==> src/dpc_consts.svh <==
`ifndef DPC_CONSTS_SVH
`define DPC_CONSTS_SVH

// reset values of the working state
`define COUNT_RESET '0
`define COORD_RESET '0
`define PHASE_RESET 2'h0

// nonvolatile read sequence: issue, wait, capture
`define PHASE_ISSUE 2'h0
`define PHASE_CAPTURE 2'h2

`endif

==> src/dpc_pkg.sv <==
package dpc_pkg;

	localparam int COORD_W = 12;
	localparam int PIX_W   = 12;
	localparam int ENTRY_W = 2 * COORD_W;

	typedef logic [COORD_W-1:0] coord_t;
	typedef logic [PIX_W-1:0]   pixel_t;

	typedef struct packed {
		coord_t col;
		coord_t row;
	} entry_t;

	typedef struct packed {
		pixel_t data;
		logic   sof;
		logic   eol;
	} pix_t;

	typedef struct packed {
		logic   valid;
		logic   sof;
		logic   eol;
		logic   hit;
		pixel_t data;
	} stage_t;

	typedef enum logic [1:0] {
		METHOD_AVERAGE,
		METHOD_HIGHLIGHT,
		METHOD_ZERO
	} method_t;

	typedef enum logic [2:0] {
		SEQ_IDLE,
		SEQ_BOOT,
		SEQ_APPLY,
		SEQ_SAVE,
		SEQ_RESTORE
	} seq_state_t;

endpackage

==> src/pixel_fifo.sv <==
`timescale 1ns/1ps
`include "dpc_consts.svh"

module pixel_fifo #(
	parameter int WIDTH = 14,
	parameter int DEPTH = 32
) (
	// clock and reset
	input  wire logic             ref_clk,
	input  wire logic             reset,
	// filling side
	input  wire logic [WIDTH-1:0] in_data,
	input  wire logic             in_valid,
	output logic                  in_ready,
	// draining side
	output logic      [WIDTH-1:0] out_data,
	output logic                  out_valid,
	input  wire logic             out_ready
);

	localparam int PTR_W = $clog2(DEPTH);

	logic [WIDTH-1:0] mem [DEPTH];
	logic [PTR_W-1:0] wr_ptr;
	logic [PTR_W-1:0] rd_ptr;
	logic [PTR_W:0]   count;
	logic [PTR_W:0]   next_count;
	logic             push;
	logic             pop;

	assign push      = in_valid & in_ready;
	assign out_valid = (count != '0);
	assign pop       = out_valid & out_ready;
	assign out_data  = mem[rd_ptr];

	always_comb begin
		next_count = count;
		if (push && !pop) begin
			next_count = count + (PTR_W+1)'(1);
		end else if (pop && !push) begin
			next_count = count - (PTR_W+1)'(1);
		end
	end

	always_ff @(posedge ref_clk) begin
		if (push) begin
			mem[wr_ptr] <= in_data;
		end
	end

	always_ff @(posedge ref_clk) begin
		if (reset) begin
			wr_ptr <= '0;
			rd_ptr <= '0;
		end else begin
			if (push) begin
				wr_ptr <= (wr_ptr == PTR_W'(DEPTH - 1)) ? '0 : wr_ptr + PTR_W'(1);
			end
			if (pop) begin
				rd_ptr <= (rd_ptr == PTR_W'(DEPTH - 1)) ? '0 : rd_ptr + PTR_W'(1);
			end
		end
	end

	// registered ready keeps the filling side off a combinational path
	always_ff @(posedge ref_clk) begin
		if (reset) begin
			count    <= '0;
			in_ready <= 1'b1;
		end else begin
			count    <= next_count;
			in_ready <= (next_count != (PTR_W+1)'(DEPTH));
		end
	end

endmodule

==> src/defective_pixel_correction.sv <==
`timescale 1ns/1ps
`include "dpc_consts.svh"

// Operation
// One enable turns table correction on or off, and when off every pixel passes unchanged.
// In average mode each listed pixel is replaced by the mean of its neighbours.
// In highlight mode each listed pixel is replaced by the largest pixel value.
// A writable entry count says how many table entries are used for correction.
// A zero-based index from zero to count minus one selects one table entry.
// Column and row of the selected entry can be read and written, a write touching only it.
// Table coordinates are full-sensor positions, so the region offsets are added to stream positions.
// Edits reach the pixel path only after the commit command, and then govern it.
// Commit loads only the volatile working table, which a power loss wipes unless saved.
// The persist command writes the table to nonvolatile storage, which is loaded at every boot.
// Persisting overwrites whatever table was stored before.
// The restore command puts the calibrated list into the working table and the stored table.
// During a commit or restore the pixel path may briefly correct wrongly until the copy ends.
// A calibrated defect list is built in, and software may change or replace it.
// Software adds an entry by raising the count, pointing the index at it, writing it, then committing.
// Averaging uses the same-colour pixels two columns left and right, or the one that exists at an edge.
// Coordinate writes at or past the count are ignored and the count is clamped to the table size.
module defective_pixel_correction import dpc_pkg::*; #(
	parameter int                     DEPTH         = 16,
	parameter int                     FIFO_DEPTH    = 32,
	parameter int                     FACTORY_COUNT = 0,
	parameter logic [DEPTH*ENTRY_W-1:0] FACTORY_LIST = '0
) (
	// clock and reset
	input  wire logic                          ref_clk,
	input  wire logic                          reset,
	// pixel stream in
	input  wire pix_t                          in_pix,
	input  wire logic                          in_valid,
	output logic                               in_ready,
	// pixel stream out
	output pix_t                               out_pix,
	output logic                               out_valid,
	input  wire logic                          out_ready,
	// output region placement on the sensor
	input  wire coord_t                        region_col_offset,
	input  wire coord_t                        region_row_offset,
	// correction control
	input  wire logic                          table_correction_enable,
	input  wire method_t                       replacement_method,
	// table editing
	input  wire logic                          entry_count_write,
	input  wire logic [$clog2(DEPTH+1)-1:0]    entry_count_value,
	output logic      [$clog2(DEPTH+1)-1:0]    entry_count,
	input  wire logic [$clog2(DEPTH+1)-1:0]    entry_index,
	input  wire logic                          entry_column_write,
	input  wire logic                          entry_row_write,
	input  wire coord_t                        entry_coord_value,
	output coord_t                             entry_column,
	output coord_t                             entry_row,
	// table commands
	input  wire logic                          commit_table,
	input  wire logic                          persist_table,
	input  wire logic                          restore_calibrated_table,
	output logic                               table_busy,
	// nonvolatile table store
	input  wire logic                          nv_holds_table,
	input  wire entry_t                        nv_rdata,
	output logic                               nv_read,
	output logic                               nv_write,
	output logic      [$clog2(DEPTH+1)-1:0]    nv_addr,
	output entry_t                             nv_wdata
);

	localparam int CNT_W     = $clog2(DEPTH + 1);
	localparam int IDX_W     = $clog2(DEPTH);
	localparam int APPLY_CYC = DEPTH + 1;

	entry_t           edit_tab [DEPTH];
	entry_t           act_tab [DEPTH];
	entry_t           factory_tab [DEPTH];
	logic [CNT_W-1:0] edit_count;
	logic [CNT_W-1:0] act_count;

	seq_state_t       state;
	logic [CNT_W-1:0] seq_idx;
	logic [1:0]       phase;
	logic             restore_nv;
	logic             step;
	logic             at_count;
	logic             load_edit;
	logic             load_act;
	logic [IDX_W-1:0] ent_idx;
	entry_t           src_entry;
	logic [CNT_W-1:0] src_count;

	genvar g;
	generate
		for (g = 0; g < DEPTH; g++) begin : g_factory
			assign factory_tab[g] = FACTORY_LIST[g*ENTRY_W +: ENTRY_W];
		end
	endgenerate

	// table copy sequencer sources
	assign ent_idx  = seq_idx[IDX_W-1:0];
	assign at_count = (seq_idx == CNT_W'(DEPTH));
	assign step     = (state == SEQ_BOOT) ? (phase == `PHASE_CAPTURE)
	                                      : (state != SEQ_IDLE);

	always_comb begin
		src_entry = edit_tab[ent_idx];
		src_count = edit_count;
		if (state == SEQ_BOOT) begin
			src_entry = nv_rdata;
			src_count = (nv_rdata.col > coord_t'(DEPTH)) ? CNT_W'(DEPTH)
			                                             : nv_rdata.col[CNT_W-1:0];
		end else if (state == SEQ_RESTORE) begin
			src_entry = factory_tab[ent_idx];
			src_count = CNT_W'(FACTORY_COUNT);
		end
	end

	assign load_edit = step & ((state == SEQ_BOOT) | (state == SEQ_RESTORE));
	assign load_act  = step & (state != SEQ_SAVE);

	// sequencer: boot load, commit, persist, restore, one entry a cycle, boot load one entry every three cycles
	always_ff @(posedge ref_clk) begin
		if (reset) begin
			state      <= SEQ_BOOT;
			table_busy <= 1'b1;
			seq_idx    <= '0;
			phase      <= `PHASE_RESET;
			restore_nv <= 1'b0;
		end else begin
			case (state)
				SEQ_IDLE: begin
					seq_idx <= '0;
					if (restore_calibrated_table) begin
						state      <= SEQ_RESTORE;
						restore_nv <= 1'b1;
						table_busy <= 1'b1;
					end else if (commit_table) begin
						state      <= SEQ_APPLY;
						table_busy <= 1'b1;
					end else if (persist_table) begin
						state      <= SEQ_SAVE;
						table_busy <= 1'b1;
					end
				end
				SEQ_BOOT: begin
					if (seq_idx == '0 && phase == `PHASE_ISSUE && !nv_holds_table) begin
						state      <= SEQ_RESTORE;
						restore_nv <= 1'b0;
					end else begin
						phase <= (phase == `PHASE_CAPTURE) ? `PHASE_ISSUE : phase + 2'h1;
					end
				end
				default: begin
				end
			endcase
			if (step) begin
				if (at_count) begin
					state      <= SEQ_IDLE;
					table_busy <= 1'b0;
				end else begin
					seq_idx <= seq_idx + CNT_W'(1);
				end
			end
		end
	end

	// nonvolatile store port
	always_ff @(posedge ref_clk) begin
		if (reset) begin
			nv_read  <= 1'b0;
			nv_write <= 1'b0;
			nv_addr  <= '0;
			nv_wdata <= '0;
		end else begin
			nv_read  <= (state == SEQ_BOOT) && (phase == `PHASE_ISSUE) && nv_holds_table;
			nv_write <= (state == SEQ_SAVE) || (state == SEQ_RESTORE && restore_nv);
			nv_addr  <= seq_idx;
			nv_wdata <= at_count ? entry_t'{col: coord_t'(src_count), row: '0} : src_entry;
		end
	end

	// working table seen by the pixel path
	always_ff @(posedge ref_clk) begin
		if (reset) begin
			act_count <= `COUNT_RESET;
		end else if (load_act) begin
			if (at_count) begin
				act_count <= src_count;
			end else begin
				act_tab[ent_idx] <= src_entry;
			end
		end
	end

	// host edits, held off while a copy runs
	always_ff @(posedge ref_clk) begin
		if (reset) begin
			edit_count <= `COUNT_RESET;
		end else if (load_edit) begin
			if (at_count) begin
				edit_count <= src_count;
			end else begin
				edit_tab[ent_idx] <= src_entry;
			end
		end else if (state == SEQ_IDLE) begin
			if (entry_count_write) begin
				edit_count <= (entry_count_value > CNT_W'(DEPTH)) ? CNT_W'(DEPTH)
				                                                   : entry_count_value;
			end
			if (entry_index < edit_count) begin
				if (entry_column_write) begin
					edit_tab[entry_index[IDX_W-1:0]].col <= entry_coord_value;
				end
				if (entry_row_write) begin
					edit_tab[entry_index[IDX_W-1:0]].row <= entry_coord_value;
				end
			end
		end
	end

	// readback of the selected entry
	always_ff @(posedge ref_clk) begin
		if (reset) begin
			entry_count  <= `COUNT_RESET;
			entry_column <= `COORD_RESET;
			entry_row    <= `COORD_RESET;
		end else begin
			entry_count <= edit_count;
			if (entry_index < edit_count) begin
				entry_column <= edit_tab[entry_index[IDX_W-1:0]].col;
				entry_row    <= edit_tab[entry_index[IDX_W-1:0]].row;
			end else begin
				entry_column <= `COORD_RESET;
				entry_row    <= `COORD_RESET;
			end
		end
	end

	// pixel path
	pix_t             fifo_pix;
	logic             fifo_valid;
	logic             fifo_take;
	stage_t           win [5];
	stage_t           new_stage;
	logic             flush;
	logic             advance;
	coord_t           cur_col;
	coord_t           cur_row;
	coord_t           pix_col;
	coord_t           pix_row;
	entry_t           abs_pos;
	logic [DEPTH-1:0] hit_vec;
	pixel_t           fixed;
	logic [PIX_W:0]   pair_sum;

	pixel_fifo #(
		.WIDTH ($bits(pix_t)),
		.DEPTH (FIFO_DEPTH)
	) u_fifo (
		.ref_clk   (ref_clk),
		.reset     (reset),
		.in_data   (in_pix),
		.in_valid  (in_valid),
		.in_ready  (in_ready),
		.out_data  (fifo_pix),
		.out_valid (fifo_valid),
		.out_ready (fifo_take)
	);

	// line end is flushed with bubbles so neighbours never cross lines
	assign flush     = (win[0].valid & win[0].eol) | (win[1].valid & win[1].eol)
	                 | (win[2].valid & win[2].eol);
	assign advance   = (!out_valid || out_ready) && (flush || fifo_valid);
	assign fifo_take = advance & !flush;

	assign pix_col     = fifo_pix.sof ? '0 : cur_col;
	assign pix_row     = fifo_pix.sof ? '0 : cur_row;
	assign abs_pos.col = pix_col + region_col_offset;
	assign abs_pos.row = pix_row + region_row_offset;

	generate
		for (g = 0; g < DEPTH; g++) begin : g_match
			assign hit_vec[g] = (CNT_W'(g) < act_count) && (act_tab[g] == abs_pos);
		end
	endgenerate

	always_comb begin
		new_stage = '0;
		if (!flush) begin
			new_stage.valid = 1'b1;
			new_stage.sof   = fifo_pix.sof;
			new_stage.eol   = fifo_pix.eol;
			new_stage.hit   = |hit_vec;
			new_stage.data  = fifo_pix.data;
		end
	end

	always_ff @(posedge ref_clk) begin
		if (reset) begin
			cur_col <= '0;
			cur_row <= '0;
		end else if (fifo_take) begin
			cur_col <= fifo_pix.eol ? '0 : pix_col + coord_t'(1);
			cur_row <= fifo_pix.eol ? pix_row + coord_t'(1) : pix_row;
		end
	end

	always_ff @(posedge ref_clk) begin
		if (reset) begin
			for (int i = 0; i < 5; i++) begin
				win[i] <= '0;
			end
		end else if (advance) begin
			win[0] <= new_stage;
			for (int i = 1; i < 5; i++) begin
				win[i] <= win[i-1];
			end
		end
	end

	assign pair_sum = {1'b0, win[0].data} + {1'b0, win[4].data};

	always_comb begin
		fixed = win[2].data;
		if (table_correction_enable && win[2].hit) begin
			case (replacement_method)
				METHOD_AVERAGE: begin
					if (win[0].valid && win[4].valid) begin
						fixed = pair_sum[PIX_W:1];
					end else if (win[4].valid) begin
						fixed = win[4].data;
					end else if (win[0].valid) begin
						fixed = win[0].data;
					end
				end
				METHOD_HIGHLIGHT: fixed = '1;
				METHOD_ZERO:      fixed = '0;
				default:          fixed = win[2].data;
			endcase
		end
	end

	always_ff @(posedge ref_clk) begin
		if (reset) begin
			out_valid <= 1'b0;
			out_pix   <= '0;
		end else if (advance) begin
			out_valid    <= win[2].valid;
			out_pix.data <= fixed;
			out_pix.sof  <= win[2].sof;
			out_pix.eol  <= win[2].eol;
		end else if (out_ready) begin
			out_valid <= 1'b0;
		end
	end
endmodule

==> config.mk <==
export PLATFORM = sky130hd
export DESIGN_NAME = defective_pixel_correction
export DESIGN_NICKNAME = d
export VERILOG_FILES = /design/src/dpc_pkg.sv /design/src/pixel_fifo.sv /design/src/defective_pixel_correction.sv
export VERILOG_INCLUDE_DIRS = /design/src
export SDC_FILE = /design/constraint.sdc
export NUM_CORES = 2
export LEC_CHECK = 0
export BUFFER_PORTS_ARGS = -buffer_cell sky130_fd_sc_hd__buf_4
export CORE_ASPECT_RATIO = 1.25
export CORE_UTILIZATION = 55
export CTS_CLUSTER_DIAMETER = 120
export CTS_CLUSTER_SIZE = 16
export DETAILED_ROUTE_END_ITERATION = 12
export PLACE_DENSITY = 0.74
export SYNTH_ARGS = -nofsm -noshare
export SYNTH_HDL_FRONTEND = slang
export SYNTH_SLANG_ARGS = --single-unit
==> constraint.sdc <==
create_clock -name ref_clk -period 5.6 [get_ports ref_clk]
set_input_delay 0.28 -clock ref_clk [delete_from_list [all_inputs] [get_ports ref_clk]]
set_output_delay 0.28 -clock ref_clk [all_outputs]
set_load 0.005 [all_outputs]
==> results.md <==
* Clk Tree Root Cell: clkbuf_16
* Io pins at 175
* Part of the power in registers at 48.7%
* Final setup vio count at 0
* CTS tree: built
* Register area at 0.0416 mm²
* Drt drc at 0
* Post-route design area at 0.0714 mm²
* Vias per std cell at 6.49
* H-tree Lvls at 3
* CTS sink count at 1433
* Comb pwr share at 27.6%
* Clock group share of total power at 23.7%
* Crit Reg-Reg Endpoint: win[0][12]
* Top-area cell type share of the netlist area at 61.4%
* Post-synth ARST share at 0%
* Starting Density at 55.6%
* Area occupied by multi-input gates at 0.0208 mm²
* Min Tclk post-route at 5.40 ns
* CP Max Fanout at 11
* Sw power at 9.34 mW
* Share of cells above drive strength 1 at 23.8%
* Clock-pin slew of the registers on the worst-case setup and hold paths at 0.07 ns
* Violation count after the first detailed-route iteration at 4250
* Post-Layout Cell Count at 5783
* Fin nets at 4383
* Most instantiated cells after synthesis: edfxtp_1, mux4_2, nor2_1
* YS warnings at 0
* Netlist cell types at 90
* Area grow syn2layout at 13.2%
* Net Count, Synth at 4012
* Max-slew headroom at 20.4%
* Fmax at 185 MHz
* CP required at 6.20 ns
* Via count at 37503
* Setup ws final at 0.196 ns
* Die W at 305 µm
* Worst hold slack at 0.0429 ns
* Top FF cell, synth: edfxtp_1
* Leak pwr at 23.6 nW
* Worst hold start: entry_count_value[1]
* Sw Ratio at 31.4%
* Final WL at 170 mm
* Synth Area per Inst at 16.3 µm²
* Crit path DAT at 6.00 ns
* Mapped Area at 0.0631 mm²
* Worst Tran Pin Value at 1.19 ns
* Drt pass-1 iters at 6
* Total CTS buffers at 100
* Period utilisation layout at 96.5%
* Share of the yosys chip area belonging to registers at 66.0%
* WHS Path Cells at 4
* Post-placement cell count at 5533
* Final ANT Viol Nets at 0
* Row cnt at 138
* Worst setup path class: register to register
* GRT overflow at 0
* CP endpoint kind: register
* Slew Limit Fails at 0
* Worst Setup Start Kind: register
* Detail Placement HPWL at 111 mm
* Reg2Reg Depth at 25
* FF-to-FF setup slack at 0.20 ns
* Wire length of the first global-routing pass at 248 mm
* Number of synthesized flops with an enable pin at 1290
* Total GRT Usage at 29.3%
* Post-DP Area at 0.0675 mm²
* Synth area leader: edfxtp_1
* Fin. Hold Viols at 0
* Filler cell count in the final layout at 7915
* Synth Instances at 3860
* Die Y at 381 µm
* Tot Pwr at 29.7 mW
* Die area at 0.116 mm²
* Port Buffers at 174
* Worst Hold End: edit_count[1]
* Clock latency on the worst-skew pair at 0.74 ns
* Synth Register Bits at 1433
* Util after Layout at 62.9%
* Sum Neg Setup Slack at 0 ns
* Core region area at 0.113 mm²
* PwrDens at 417 mW/mm²
* Top cells by area, synth: edfxtp_1, mux4_2, dfxtp_1
* Number of antenna violations at the first check in global routing at 8
* Worst hold-check path type: primary input to register
* VDD IR max at 0.430 mV
* Status: complete, no violations
* Pin count of the biggest net entering global routing at 105
* Clock skew at 0.0419 ns
* Dpl ws at -0.0808 ns
* Final RePlAce weighted congestion at 0.954
* Most frequent cell after synthesis: edfxtp_1
* Clock Path Buffers at 3
* Vias in the first global route at 37456
* Internal Power at 20.4 mW
* Number of max-cap violations at 0
* Drt wl/cell at 29.3 µm
[sequential cells by signal (all words and copies together) (netlist names), 14 cells and up, named ones only]
register / cells
edit_tab: 384
win: 74
out_pix: 14
act_tab: 384
u_fifo.mem: 448
nv_wdata: 24
[what timing repair did]
item	in CTS	in global routing
resized for setup	6	46
pin swaps	1	22
hold buffers	43	0
buffers inserted	0	23
endpoints found under the hold margin	492	0
endpoints found under the setup margin	1	1
[per-layer routing]
layer,track usage (%),part of all wire (%)
met4,11.5,4.0
met1,38.5,37
met2,49.0,50
met5,0,0.030
met3,4.96,9.4
[worst max path at each step]
stage             start    endpoint  slack [ns]  cells past startpoint
4_1_cts        register  win[0][12]        0.04                     22
3_3_place_gp   register  win[0][12]       -0.06                     21
3_5_place_dp   register  win[0][12]       -0.08                     22
5_1_grt        register  win[0][12]       -0.07                     24
6_report       register  win[0][12]        0.20                     25
2_1_floorplan  register  win[0][12]       0.002                     24
[layout by cell type (no fill, tap or decap), types with 11 or more instances in the layout]
cell type      synthesis  routed
nand3_1               59      56
a21oi_1              101      98
a22oi_1               46      45
nor4_1                45      37
nand2b_1              14      13
clkbuf_1             145      73
nor2b_1               14      11
inv_1                 74      73
o2111ai_1             13      13
nand2_1              137     137
o21ai_0               75      72
mux4_2               380     380
and2_1                85      84
nor3_1                52      47
a211oi_1              34      30
dfxtp_1              143     136
xor2_1               175     172
buf_12                 0      14
a31oi_1               22      22
nor2_2                 0      20
nand4_1               39      39
buf_4                  2     414
clkbuf_16              0     102
edfxtp_1            1290    1290
nor2_1               290     269
dlygate4sd3_1          0      43
ha_1                  51      49
xnor2_1              236     225
and3_1                41      41
mux2i_1               41      39
[final cells by class]
cell class                      instances  area share (%)
Timing Repair Buffer                  475            5.41
Multi-Input combinational cell       2145            29.2
Inverter                               76           0.400
Clock buffer                          175            3.96
Clock inverter                          6           0.156
Antenna cell                            3          0.0105
Tap cell                             1470            2.58
Sequential cell                      1433            58.3
[power by group through the flow]
stage	logic, mW	clock network (mW)	registers, mW
floorplan	5.12	0	14.4
global placement	7.86	0	14.7
detailed placement	7.98	0	14.7
CTS	8.05	7.14	14.5
global route	8.71	7.49	14.6
finish	8.20	7.05	14.5
[critical path, stage by stage (launching register included)]
cell	delay, ns
dfxtp_4	0.38
buf_6	0.13
mux2i_2	0.14
a211oi_2	0.22
nand3_1	0.13
and4_4	0.22
buf_4	0.17
and2_1	0.19
ha_1	0.30
buf_4	0.20
inv_1	0.18
o31ai_4	0.32
nand2_1	0.13
xnor2_2	0.16
buf_6	0.16
buf_12	0.14
buf_4	0.17
xor2_1	0.16
a2111oi_0	0.35
buf_4	0.21
nand4_1	0.16
a2111oi_1	0.39
buf_4	0.20
o2111ai_1	0.17
o311ai_2	0.11
o41a_1	0.18
[logic make-up after synthesis]
logic type	Yosys count	share of synthesized area (%)
compound gates	423	4.54
simple gates	828	6.44
xor+xnor	418	5.95
mux	422	14.2
flops	1433	66.0
buf+inv	282	1.75
fa+ha+maj	54	1.11
No activity file was read; power rests on OpenSTA's default activity.
